==> src/rtl/sefq_pkg.sv <==
// constants for the status query block: command codes, flag layout,
// register map and timing counts.
// assumes a single 25 MHz clock domain shared with the command processor.
`default_nettype none

package sefq_pkg;

  ////////////////////////////////////////////////////////////////////////
  // clock and timing
  localparam int unsigned CLK_HZ = 25_000_000;
  localparam int unsigned TRIG_TIMEOUT_S = 5;
  localparam int unsigned TRIG_TIMEOUT_CYC = TRIG_TIMEOUT_S * CLK_HZ;

  ////////////////////////////////////////////////////////////////////////
  // command framing
  localparam logic [7:0] CMD_STATUS = 8'h43;
  localparam logic [7:0] CMD_BITRATE = 8'h44;
  localparam logic [7:0] CMD_PARAM_SET = 8'h47;
  localparam logic [7:0] LEN_STATUS = 8'h02;
  localparam logic [7:0] LEN_BITRATE = 8'h04;
  localparam logic [7:0] LEN_PARAM_SET = 8'h01;
  localparam logic RW_READ = 1'b1;
  localparam logic RW_REPLY = 1'b0;

  ////////////////////////////////////////////////////////////////////////
  // first status byte bit positions
  localparam int unsigned B0_TRIG_LOST = 0;
  localparam int unsigned B0_RESET_SEEN = 1;
  localparam int unsigned B0_UNLOCKED = 2;
  localparam int unsigned B0_RESERVED = 3;
  localparam int unsigned B0_UNKNOWN_CODE = 4;
  localparam int unsigned B0_ACCESS_DENIED = 5;
  localparam int unsigned B0_LEN_MISMATCH = 6;
  localparam int unsigned B0_PARAM_ERR = 7;
  // second status byte bit positions
  localparam int unsigned B1_LOGIC_ERR = 0;

  ////////////////////////////////////////////////////////////////////////
  // apb register map, byte addresses
  localparam int unsigned APB_AW = 8;
  localparam logic [7:0] OFS_STATUS = 8'h00;
  localparam logic [7:0] OFS_IRQ_STAT = 8'h04;
  localparam logic [7:0] OFS_IRQ_EN = 8'h08;
  localparam logic [7:0] OFS_IRQ_CLR = 8'h0c;

  // interrupt bit positions
  localparam int unsigned IRQ_W = 5;
  localparam int unsigned IRQ_UNKNOWN = 0;
  localparam int unsigned IRQ_DENIED = 1;
  localparam int unsigned IRQ_LEN = 2;
  localparam int unsigned IRQ_TRIG_LOST = 3;
  localparam int unsigned IRQ_QUERY = 4;
  localparam logic [4:0] IRQ_EN_RST = 5'h00;

endpackage

`default_nettype wire

==> src/rtl/sefq_trig_watch.sv <==
// watchdog on the external line trigger pin: raises a level when no
// rising edge has been seen for the configured number of cycles.
// assumes the pin is asynchronous to pclk; it is synchronised here.
`default_nettype none

module sefq_trig_watch #(
  parameter int unsigned TIMEOUT_CYC = sefq_pkg::TRIG_TIMEOUT_CYC
) (
  input wire logic pclk,
  input wire logic presetn,
  input wire logic external_line_trigger,
  output logic lost,
  output logic lost_rise
);

  localparam int unsigned CW = $clog2(TIMEOUT_CYC + 1);

  generate
    if (TIMEOUT_CYC < 1)
    begin : g_bad_timeout
      $error("timeout must be at least one cycle");
    end
  endgenerate

  logic sync1_r;
  logic sync2_r;
  logic prev_r;
  logic [CW-1:0] cnt_r;
  logic lost_r;
  logic edge_seen;

  ////////////////////////////////////////////////////////////////////////
  // two-flop synchroniser, then an edge detector on the second stage
  always_ff @(posedge pclk or negedge presetn)
  begin
    if (!presetn)
    begin
      sync1_r <= 1'b0;
      sync2_r <= 1'b0;
      prev_r <= 1'b0;
    end
    else
    begin
      sync1_r <= external_line_trigger;
      sync2_r <= sync1_r;
      prev_r <= sync2_r;
    end
  end

  assign edge_seen = sync2_r && !prev_r;

  // counter saturates so the flag stays up until the next edge
  always_ff @(posedge pclk or negedge presetn)
  begin
    if (!presetn)
    begin
      cnt_r <= '0;
    end
    else if (edge_seen)
    begin
      cnt_r <= '0;
    end
    else if (cnt_r != CW'(TIMEOUT_CYC))
    begin
      cnt_r <= cnt_r + CW'(1);
    end
  end

  always_ff @(posedge pclk or negedge presetn)
  begin
    if (!presetn)
    begin
      lost_r <= 1'b0;
    end
    else
    begin
      lost_r <= !edge_seen && (cnt_r == CW'(TIMEOUT_CYC));
    end
  end

  assign lost = lost_r;
  assign lost_rise = !lost_r && !edge_seen && (cnt_r == CW'(TIMEOUT_CYC));

endmodule

`default_nettype wire

==> src/rtl/sefq_status_query.sv <==
// status/error flag query for the serial command processor, with an apb
// register view of the same flags and one level interrupt.
// assumes command strobes, access-denied and error levels come from logic
// on pclk; only the trigger pin is asynchronous.
//
// Behaviour
// status query 0x43 read, length 2, two-byte reply
// bit one means condition present, zero absent
// fixed map: trigger lost, unlocked, reserved, logic error
// bit 1 marks that a reset happened
// bit 4 marks unknown command code
// bit 5 marks command refused, access denied
// bit 6 marks length field mismatch
// bit 7 parameter error reserved, reads zero
// event flags latched until reported by query
`default_nettype none

module sefq_status_query #(
  parameter int unsigned TRIG_TIMEOUT_CYC = sefq_pkg::TRIG_TIMEOUT_CYC
) (
  input wire logic pclk,
  input wire logic presetn,
  // apb slave
  input wire logic psel,
  input wire logic penable,
  input wire logic pwrite,
  input wire logic [sefq_pkg::APB_AW-1:0] paddr,
  input wire logic [31:0] pwdata,
  output logic [31:0] prdata,
  output logic pready,
  output logic pslverr,
  // decoded command from the command processor
  input wire logic cmd_valid,
  input wire logic [7:0] command_code,
  input wire logic cmd_read,
  input wire logic [7:0] cmd_len,
  input wire logic access_denied,
  // condition levels
  input wire logic unlocked,
  input wire logic logic_error,
  input wire logic external_line_trigger,
  // reply toward the serial transmitter
  output logic rsp_valid,
  output logic [7:0] rsp_code,
  output logic rsp_read,
  output logic [7:0] rsp_len,
  output logic [7:0] rsp_byte0,
  output logic [7:0] rsp_byte1,
  output logic irq
);

  ////////////////////////////////////////////////////////////////////////
  // defined length lookup: {known, length}
  function automatic logic [8:0] len_lookup(input logic [7:0] code);
    logic [8:0] r;
    r = 9'h000;
    case (code)
      sefq_pkg::CMD_STATUS: r = {1'b1, sefq_pkg::LEN_STATUS};
      sefq_pkg::CMD_BITRATE: r = {1'b1, sefq_pkg::LEN_BITRATE};
      sefq_pkg::CMD_PARAM_SET: r = {1'b1, sefq_pkg::LEN_PARAM_SET};
      default: r = 9'h000;
    endcase
    return r;
  endfunction

  logic [8:0] lk;
  logic code_known;
  logic len_bad;
  logic is_query;
  logic evt_unknown;
  logic evt_len;
  logic evt_denied;
  logic trig_lost;
  logic trig_lost_rise;

  logic unknown_r;
  logic denied_r;
  logic len_r;
  logic reset_seen_r;
  logic [7:0] byte0;
  logic [7:0] byte1;

  ////////////////////////////////////////////////////////////////////////
  // trigger watchdog
  sefq_trig_watch #(
    .TIMEOUT_CYC(TRIG_TIMEOUT_CYC)
  ) u_trig (
    .pclk(pclk),
    .presetn(presetn),
    .external_line_trigger(external_line_trigger),
    .lost(trig_lost),
    .lost_rise(trig_lost_rise)
  );

  ////////////////////////////////////////////////////////////////////////
  // command classification
  assign lk = len_lookup(command_code);
  assign code_known = lk[8];
  assign len_bad = code_known && (cmd_len != lk[7:0]);
  // query recognition
  assign is_query = cmd_valid && (command_code == sefq_pkg::CMD_STATUS)
    && (cmd_read == sefq_pkg::RW_READ) && !len_bad;
  // unknown code
  assign evt_unknown = cmd_valid && !code_known;
  // length mismatch
  assign evt_len = cmd_valid && len_bad;
  // refused access; a write to the read-only query is refused too
  assign evt_denied = access_denied || (cmd_valid && !len_bad
    && (command_code == sefq_pkg::CMD_STATUS) && (cmd_read != sefq_pkg::RW_READ));

  ////////////////////////////////////////////////////////////////////////
  // sticky event flags; a set in the reporting cycle survives the clear
  // latch until reported
  always_ff @(posedge pclk or negedge presetn)
  begin
    if (!presetn)
    begin
      unknown_r <= 1'b0;
      denied_r <= 1'b0;
      len_r <= 1'b0;
    end
    else
    begin
      unknown_r <= evt_unknown || (unknown_r && !is_query);
      denied_r <= evt_denied || (denied_r && !is_query);
      len_r <= evt_len || (len_r && !is_query);
    end
  end

  // reset marker set by reset itself
  always_ff @(posedge pclk or negedge presetn)
  begin
    if (!presetn)
    begin
      reset_seen_r <= 1'b1;
    end
    else if (is_query)
    begin
      reset_seen_r <= 1'b0;
    end
  end

  ////////////////////////////////////////////////////////////////////////
  // status bytes; reserved positions stay zero
  // one means present
  // byte map
  // parameter error reserved
  always_comb
  begin
    byte0 = 8'h00;
    byte1 = 8'h00;
    byte0[sefq_pkg::B0_TRIG_LOST] = trig_lost;
    byte0[sefq_pkg::B0_RESET_SEEN] = reset_seen_r;
    byte0[sefq_pkg::B0_UNLOCKED] = unlocked;
    byte0[sefq_pkg::B0_UNKNOWN_CODE] = unknown_r;
    byte0[sefq_pkg::B0_ACCESS_DENIED] = denied_r;
    byte0[sefq_pkg::B0_LEN_MISMATCH] = len_r;
    byte1[sefq_pkg::B1_LOGIC_ERR] = logic_error;
  end

  ////////////////////////////////////////////////////////////////////////
  // reply: one-cycle strobe, header and data held until the next reply
  // reply framing
  always_ff @(posedge pclk or negedge presetn)
  begin
    if (!presetn)
    begin
      rsp_valid <= 1'b0;
      rsp_code <= 8'h00;
      rsp_read <= 1'b0;
      rsp_len <= 8'h00;
      rsp_byte0 <= 8'h00;
      rsp_byte1 <= 8'h00;
    end
    else
    begin
      rsp_valid <= is_query;
      if (is_query)
      begin
        rsp_code <= sefq_pkg::CMD_STATUS;
        rsp_read <= sefq_pkg::RW_REPLY;
        rsp_len <= sefq_pkg::LEN_STATUS;
        rsp_byte0 <= byte0;
        rsp_byte1 <= byte1;
      end
    end
  end

  ////////////////////////////////////////////////////////////////////////
  // apb slave: one wait state so read data can come from a flop
  logic apb_access;
  logic wr_fire;
  logic pready_r;
  logic [31:0] rdata_nxt;
  logic addr_ok;
  logic [sefq_pkg::IRQ_W-1:0] irq_en_r;
  logic [sefq_pkg::IRQ_W-1:0] irq_stat_r;
  logic [sefq_pkg::IRQ_W-1:0] irq_evt;
  logic [sefq_pkg::IRQ_W-1:0] irq_clr;

  assign apb_access = psel && penable;
  assign wr_fire = apb_access && pready_r && pwrite;

  always_comb
  begin
    rdata_nxt = 32'h0000_0000;
    addr_ok = 1'b1;
    case (paddr)
      sefq_pkg::OFS_STATUS: rdata_nxt = {16'h0000, byte1, byte0};
      sefq_pkg::OFS_IRQ_STAT: rdata_nxt = {27'h0, irq_stat_r};
      sefq_pkg::OFS_IRQ_EN: rdata_nxt = {27'h0, irq_en_r};
      sefq_pkg::OFS_IRQ_CLR: rdata_nxt = 32'h0000_0000;
      default: addr_ok = 1'b0;
    endcase
  end

  always_ff @(posedge pclk or negedge presetn)
  begin
    if (!presetn)
    begin
      pready_r <= 1'b0;
      prdata <= 32'h0000_0000;
      pslverr <= 1'b0;
    end
    else if (apb_access && !pready_r)
    begin
      pready_r <= 1'b1;
      prdata <= pwrite ? 32'h0000_0000 : rdata_nxt;
      pslverr <= !addr_ok;
    end
    else
    begin
      pready_r <= 1'b0;
      prdata <= 32'h0000_0000;
      pslverr <= 1'b0;
    end
  end

  assign pready = pready_r;

  always_ff @(posedge pclk or negedge presetn)
  begin
    if (!presetn)
    begin
      irq_en_r <= sefq_pkg::IRQ_EN_RST;
    end
    else if (wr_fire && paddr == sefq_pkg::OFS_IRQ_EN)
    begin
      irq_en_r <= pwdata[sefq_pkg::IRQ_W-1:0];
    end
  end

  ////////////////////////////////////////////////////////////////////////
  // interrupt status: write one to clear, a same-cycle event wins
  always_comb
  begin
    irq_evt = '0;
    irq_evt[sefq_pkg::IRQ_UNKNOWN] = evt_unknown;
    irq_evt[sefq_pkg::IRQ_DENIED] = evt_denied;
    irq_evt[sefq_pkg::IRQ_LEN] = evt_len;
    irq_evt[sefq_pkg::IRQ_TRIG_LOST] = trig_lost_rise;
    irq_evt[sefq_pkg::IRQ_QUERY] = is_query;
  end

  assign irq_clr = (wr_fire && paddr == sefq_pkg::OFS_IRQ_CLR)
    ? pwdata[sefq_pkg::IRQ_W-1:0] : '0;

  always_ff @(posedge pclk or negedge presetn)
  begin
    if (!presetn)
    begin
      irq_stat_r <= '0;
    end
    else
    begin
      irq_stat_r <= (irq_stat_r & ~irq_clr) | irq_evt;
    end
  end

  // one cycle behind the status, kept in a flop for a clean output
  always_ff @(posedge pclk or negedge presetn)
  begin
    if (!presetn)
    begin
      irq <= 1'b0;
    end
    else
    begin
      irq <= |(irq_stat_r & irq_en_r);
    end
  end
endmodule

`default_nettype wire

==> config.mk <==
export PLATFORM = sky130hd
export DESIGN_NAME = sefq_status_query
export DESIGN_NICKNAME = d
export VERILOG_FILES = /design/src/rtl/sefq_pkg.sv /design/src/rtl/sefq_trig_watch.sv /design/src/rtl/sefq_status_query.sv
export SDC_FILE = /design/constraint.sdc
export NUM_CORES = 1
export LEC_CHECK = 0
export ABC_AREA = 1
export BUFFER_PORTS_ARGS = -buffer_cell sky130_fd_sc_hd__buf_2
export CORE_MARGIN = 3
export CORE_UTILIZATION = 51
export CTS_CLUSTER_SIZE = 14
export DETAILED_ROUTE_END_ITERATION = 16
export PLACE_DENSITY = 0.8
export SETUP_SLACK_MARGIN = 0.1
export SYNTH_ARGS = -nofsm -noshare
export SYNTH_HDL_FRONTEND = slang
export SYNTH_HIERARCHICAL = 1
export SYNTH_SLANG_ARGS = --single-unit
==> constraint.sdc <==
create_clock -name pclk -period 1.8 [get_ports pclk]
set_input_delay 0.09 -clock pclk [delete_from_list [all_inputs] [get_ports pclk]]
set_output_delay 0.09 -clock pclk [all_outputs]
set_load 0.03 [all_outputs]
=== After elaboration in Yosys (flattened, before gate mapping) ===
Index checks and enable logic that the tools add are counted.

* Output and inout bits: 69
* Flip-flop bits (word level): 90
* Word-level logic and storage cells: 83

* Reduce and logical (&&, ||, !) cells: 38
* Equality and inequality tests: 9
* Muxes and demuxes: 10
* Bitwise operators: 5
* Add/subtract/negate cells: 1

{| class="wikitable"
|+ Operators with widths
! operator !! count
|-
| 32-bit two-way mux || 2
|-
| 27-bit two-way mux || 2
|-
| 9-bit one-hot mux with 3 select lines || 2
|-
| 27-bit by 1-bit adder with 27-bit output (second input constant) || 1
|-
| 27-bit equality test (second input constant) || 1
|-
| 27-bit inequality test (second input constant) || 1
|-
| 8-bit by 7-bit equality test with 1-bit output (second input constant) || 3
|-
| 1-bit logical AND || 22
|-
| 8-bit by 4-bit equality test with 1-bit output (second input constant) || 2
|-
| 5-bit AND || 2
|-
| 8-bit by 3-bit equality test with 1-bit output (second input constant) || 1
|-
| 1-bit logical NOT || 8
|-
| 8-bit logical NOT || 1
|-
| 8-bit inequality test || 1
|-
| 5-bit two-way mux || 1
|-
| 5-bit inverter || 1
|-
| 5-bit OR || 1
|-
| 5-bit OR reduction || 1
|-
| 1-bit logical OR || 4
|-
| 4-bit OR reduction || 1
|-
| 1-bit two-way mux || 3
|-
| 2-bit nonzero test || 1
|-
| 1-bit inverter || 1
|}

=== Logic depth before layout (Yosys ltp) ===
* Depth in word-level cells: 10
* Mapped depth: 13
* Depth with buffers taken out: 12

=== By module ===
The synthesis kept the hierarchy.

{| class="wikitable"
|+ By module, submodules not included
! module !! area each (um^2) !! cells each !! instances
|-
| sefq_status_query || 2083.2 || 266 || 1
|-
| sefq_trig_watch || 1873.0 || 285 || 1
|}

=== Worst setup path after synthesis ===
OpenSTA, ideal clock, no wires.

* Kind: flip-flop to flip-flop
* From: register u_trig.cnt_r[0]
* To: register u_trig.cnt_r[12]
* Data arrival time: 1218 ps
* Slack: 450 ps
* Stages on the path, launching flop included: 8
* Clock period less this slack: 1350 ps
* Path through: dfrtp_1 > ha_1 > inv_1 > nor2_1 > inv_1 > nor2_1 > xnor2_1 > nor2_1

* Longest elaborated chain between the ends: 3

{| class="wikitable"
|+ Ends and longest elaborated chain
! what !! RTL line !! RTL
|-
| start, declared || sefq_trig_watch.sv:28 || <nowiki>logic [CW-1:0] cnt_r;</nowiki>
|-
| start signal, assigned || sefq_trig_watch.sv:65 || <nowiki>cnt_r <= cnt_r + CW'(1);</nowiki>
|-
| 27-bit by 1-bit adder with 27-bit output || sefq_trig_watch.sv:65 ||
|-
| 27-bit two-way mux || sefq_trig_watch.sv:63 || <nowiki>else if (cnt_r != CW'(TIMEOUT_CYC))</nowiki>
|-
| 27-bit two-way mux || sefq_trig_watch.sv:59 || <nowiki>else if (edge_seen)</nowiki>
|}

Parallel ways exist; a longest one is shown, timed or not. The select of a mux whose other input is x is not followed.
A chain may end at the register's enable or synchronous reset.

=== Worst setup path in the final report ===
* From: register u_trig.cnt_r[1]
* To: register u_trig.cnt_r[17]

Same word-level chain as after synthesis.

==> impl_metrics.tcl <==
set metrics [dict create \
    status "finished clean" \
    syn_area_per_cell_um2 7.18 \
    cp.required_ns 2.03 \
    initial_core_util_pct 53.7 \
    pwr_density_cell_nw_per_um2 757 \
    hold_violations 0 \
    met3_usage_pct 4.89 \
    placement.cell_area_um2 4230 \
    floorplan.rows 31 \
    place.detailed.hpwl_um 6870 \
    final.period_utilization_pct 83.2 \
    detailedRoute.firstIterationViolations 189 \
    grtUsageTotal_pct 21.0 \
    global_route.overflow_total 0 \
    grt_util_met1_pct 24.7 \
    worst_path_max_delay_cell "dfrtp_1" \
    cp_data_arrival_time_ns 1.73 \
    post_syn_area_um2 3960 \
    wire_per_inst_um 11.9 \
    first_global_vias 3356 \
    n_antenna_cell 0 \
    clock.fmax_mhz 668 \
    cts_buffer_depth 2 \
    report.final.setup_viol 0 \
    drt_pre_antenna_iters 5 \
    worst-setup-path-type "reg -> reg" \
    worst_slew_pin_slew_ns 0.530 \
    delay_of_the_slowest_cell_on_the_worst_path_ns 0.42 \
    first_pass_grt_wire_length_um 14600 \
    drt.antenna.violating_nets 0 \
    place_congestion 0.953 \
    per_cell_via_count_in_the_routed_design 4.80 \
    worst_hold_slack_ns 0.0170 \
    busiest_layer "met2" \
    antenna_found_initial 0 \
    timing.critical_path.from_type "flop" \
    final-seq-area_um2 1630 \
    max-slew-margin-rel_pct 64.7 \
    h_tree_depth 3 \
    critical_path.n_buffers_inverters 0 \
    drv.max_cap_violation_count 0 \
    gr-usage-met2_pct 37.3 \
    hold-path-endpoint "irq_en_r[2]$_DFFE_PN0P_" \
    layout_skew_ns 0.00878 \
    fin_area_um2 4480 \
    synth_warnings 6 \
    cts_resized 0 \
    clk_root_buffer_cell "clkbuf_8" \
    r2r_cells 6 \
    finalPower_mw 3.39 \
    hold_crit_start "pwdata[2]" \
    ioPinCount 136 \
    syn_to_final_growth_pct 13.1 \
    place.port_buffers 62 \
    critPathMostFrequentCell "nor2_1" \
    drcViolationCount 0 \
    sequential_area_share_after_synthesis_pct 41.1 \
    core_area_um2 7370 \
    yosysUniqueCellTypes 34 \
    critical_path.reg2reg.endpoint "u_trig/cnt_r[17]$_DFFE_PN0P_" \
    number_of_buffers_inserted_for_hold_repair_after_clock_tree_synthesis 3 \
    pin_count_of_the_biggest_net_entering_global_routing 24 \
    rsz_0062_raised_after_global_routing "false" \
    final-max-slew-violation-count 0 \
    cp_num_cells 6 \
    tns_ns 0 \
    timing.hold.worst.class "in -> reg" \
    tritoncts.num_buffers 9 \
    crit_chain "nand3_1 -> nor2_1 -> nand2_1 -> nor2_1 -> and2_1 -> nor2_1" \
    synth-seq-cells 65 \
    final_period_minus_worst_setup_slack_ns 1.50 \
    min_delay_path_depth 3 \
    cpLargestDelayFamily "simple AND/OR/NAND/NOR gates" \
    fraction_of_layout_cells_with_a_size_suffix_above_1_pct 18.1 \
    worst_ir_drop_vdd_uv 581 \
    cts_tree "yes" \
    postCtsSetupBuffers 0 \
    cells_after_synthesis 551 \
    n_fill_cell 677 \
    finish.net_count 693 \
    clkSlewWorstSetupHoldPaths_ns 0.08 \
    via_count 3497 \
    r2r_setup_slk_ns 0.30 \
    critical_path.reg2reg.startpoint "u_trig/cnt_r[1]$_DFFE_PN0P_" \
    worst-path-max-fanout 5 \
    die_w_um 94.1 \
    clock_network_latency_to_the_later_pin_of_the_worst_skew_pair_ns 0.35 \
    die-area_um2 8850 \
    routed_wirelength_um 8690 \
    die_h_um 94.1 \
    crit_path_end_kind "flop" \
    clock-sinks 65 \
    p_leak_nw 2.40 \
    multiInputGateArea_um2 1840 \
]
-- area by class of cell --
class	instances	area share, %
inverter	71	5.95
multi-input combinational	408	41.2
clock inverter	6	2.04
sequential	65	36.4
tap	99	2.77
clock buffer	10	2.85
timing repair buffer	69	8.83
-- Yosys cell counts --
cell type  count  area, µm²
nor2_2         6       37.5
nor2_4         2       22.5
nand4_1        7       43.8
conb_1         1       3.75
o211ai_1       1       7.51
inv_1         70        263
xnor2_1        2       17.5
nand3_1       37        185
a221oi_1       1       8.76
buf_4         49        368
or2_2          1       6.26
o21ai_0       19       95.1
xor2_1         3       26.3
and3_1         1       6.26
nand2_1      152        571
nor3_1         3       15.0
clkbuf_1       1       3.75
nor3b_1        4       30.0
nand2_4        2       22.5
nor4_1         1       6.26
nand3b_1       1       7.51
dfrtp_1       64       1600
inv_2          1       3.75
nor2_1        85        319
buf_2          1       5.00
nor2_8         2       40.0
buf_6          1       11.3
nand2_2       18        113
a21oi_1        9       45.0
a31oi_1        1       6.26
o21bai_1       1       7.51
and2_1         1       6.26
dfstp_2        1       26.3
ha_1           2       25.0
-- state kept, by name, summed over array words and instances, names as in the netlist, 5 cells and up --
signal,cells
irq_en_r,5
irq_stat_r,5
u_trig/cnt_r,27
rsp_byte0,6
prdata,8
-- kinds of logic (layout without fill, tap and decap cells) --
family / Yosys count / count (layout) / synth area share [%]
AOI/OAI and AO/OA: 32 / 32 / 4.30
adders and majority gates: 2 / 2 / 0.632
and+or+nand+nor: 323 / 323 / 36.2
other: 1 / 46 / 0.0948
xor gates and xnor gates: 5 / 5 / 1.11
DFF: 65 / 65 / 41.1
buffers and inverters: 123 / 156 / 16.5
-- stage by stage --
| stage | worst slack (ns) | util (%) | std cells |
|---|---|---|---|
| 2_1_floorplan | 0.450 | - | 596 |
| 3_3_place_gp | 0.342 | 57.4 | 709 |
| 3_5_place_dp | 0.315 | 57.4 | 709 |
| 4_1_cts | 0.297 | 60.7 | 728 |
| 5_1_grt | 0.150 | 60.7 | 728 |
| 6_report | 0.302 | 60.7 | 728 |
-- worst min-delay path: stages --
cell	delay (ns)
buf_2	0.10
inv_1	0.05
o21ai_0	0.08
-- power breakdown --
group | switching, mW | internal, mW | leakage, nW | total, mW
Sequential | 0.0581 | 1.51 | 0.857 | 1.57
Clock | 0.576 | 0.787 | 0.111 | 1.36
Combinational | 0.327 | 0.127 | 1.43 | 0.454
Total | 0.961 | 2.43 | 2.40 | 3.39
-- metal layers --
| metal | share of wire [%] | wire length, µm | vias up |
|---|---|---|---|
| li1 | - | - | 1751 |
| met1 | 40 | 3470 | 1613 |
| met2 | 52 | 4550 | 117 |
| met3 | 5.6 | 488 | 16 |
| met4 | 2.0 | 175 | 0 |
| met5 | 0 | 0 | - |
-- how the worst max path moves through the flow --
stage,start,endpoint,slack [ns]
global placement,u_trig/cnt_r[0]$_DFFE_PN0P_,u_trig/cnt_r[12]$_DFFE_PN0P_,0.34
detailed placement,u_trig/cnt_r[2]$_DFFE_PN0P_,u_trig/cnt_r[17]$_DFFE_PN0P_,0.31
CTS,u_trig/cnt_r[0]$_DFFE_PN0P_,u_trig/cnt_r[17]$_DFFE_PN0P_,0.30
floorplan,u_trig/cnt_r[0]$_DFFE_PN0P_,u_trig/cnt_r[12]$_DFFE_PN0P_,0.45
finish,u_trig/cnt_r[1]$_DFFE_PN0P_,u_trig/cnt_r[17]$_DFFE_PN0P_,0.30
global route,u_trig/cnt_r[1]$_DFFE_PN0P_,u_trig/cnt_r[12]$_DFFE_PN0P_,0.15
-- layout by cell type (no fill, tap or decap), types with 2 or more instances in the layout --
cell type	n
nor3b_1	4
nand2_1	152
xor2_1	3
nor2_8	2
buf_12	2
inv_1	70
conb_1	46
clkinv_4	2
xnor2_1	2
nor2_4	2
a21oi_1	9
nand2_4	2
o21ai_0	19
nor2_2	6
nor2_1	85
buf_2	62
nand4_1	7
ha_1	2
dlygate4sd3_1	3
nand3_1	37
nor3_1	3
nand2_2	18
bufinv_16	2
clkbuf_8	9
buf_4	2
dfrtp_1	64
Power figures use the tool's default switching activity.
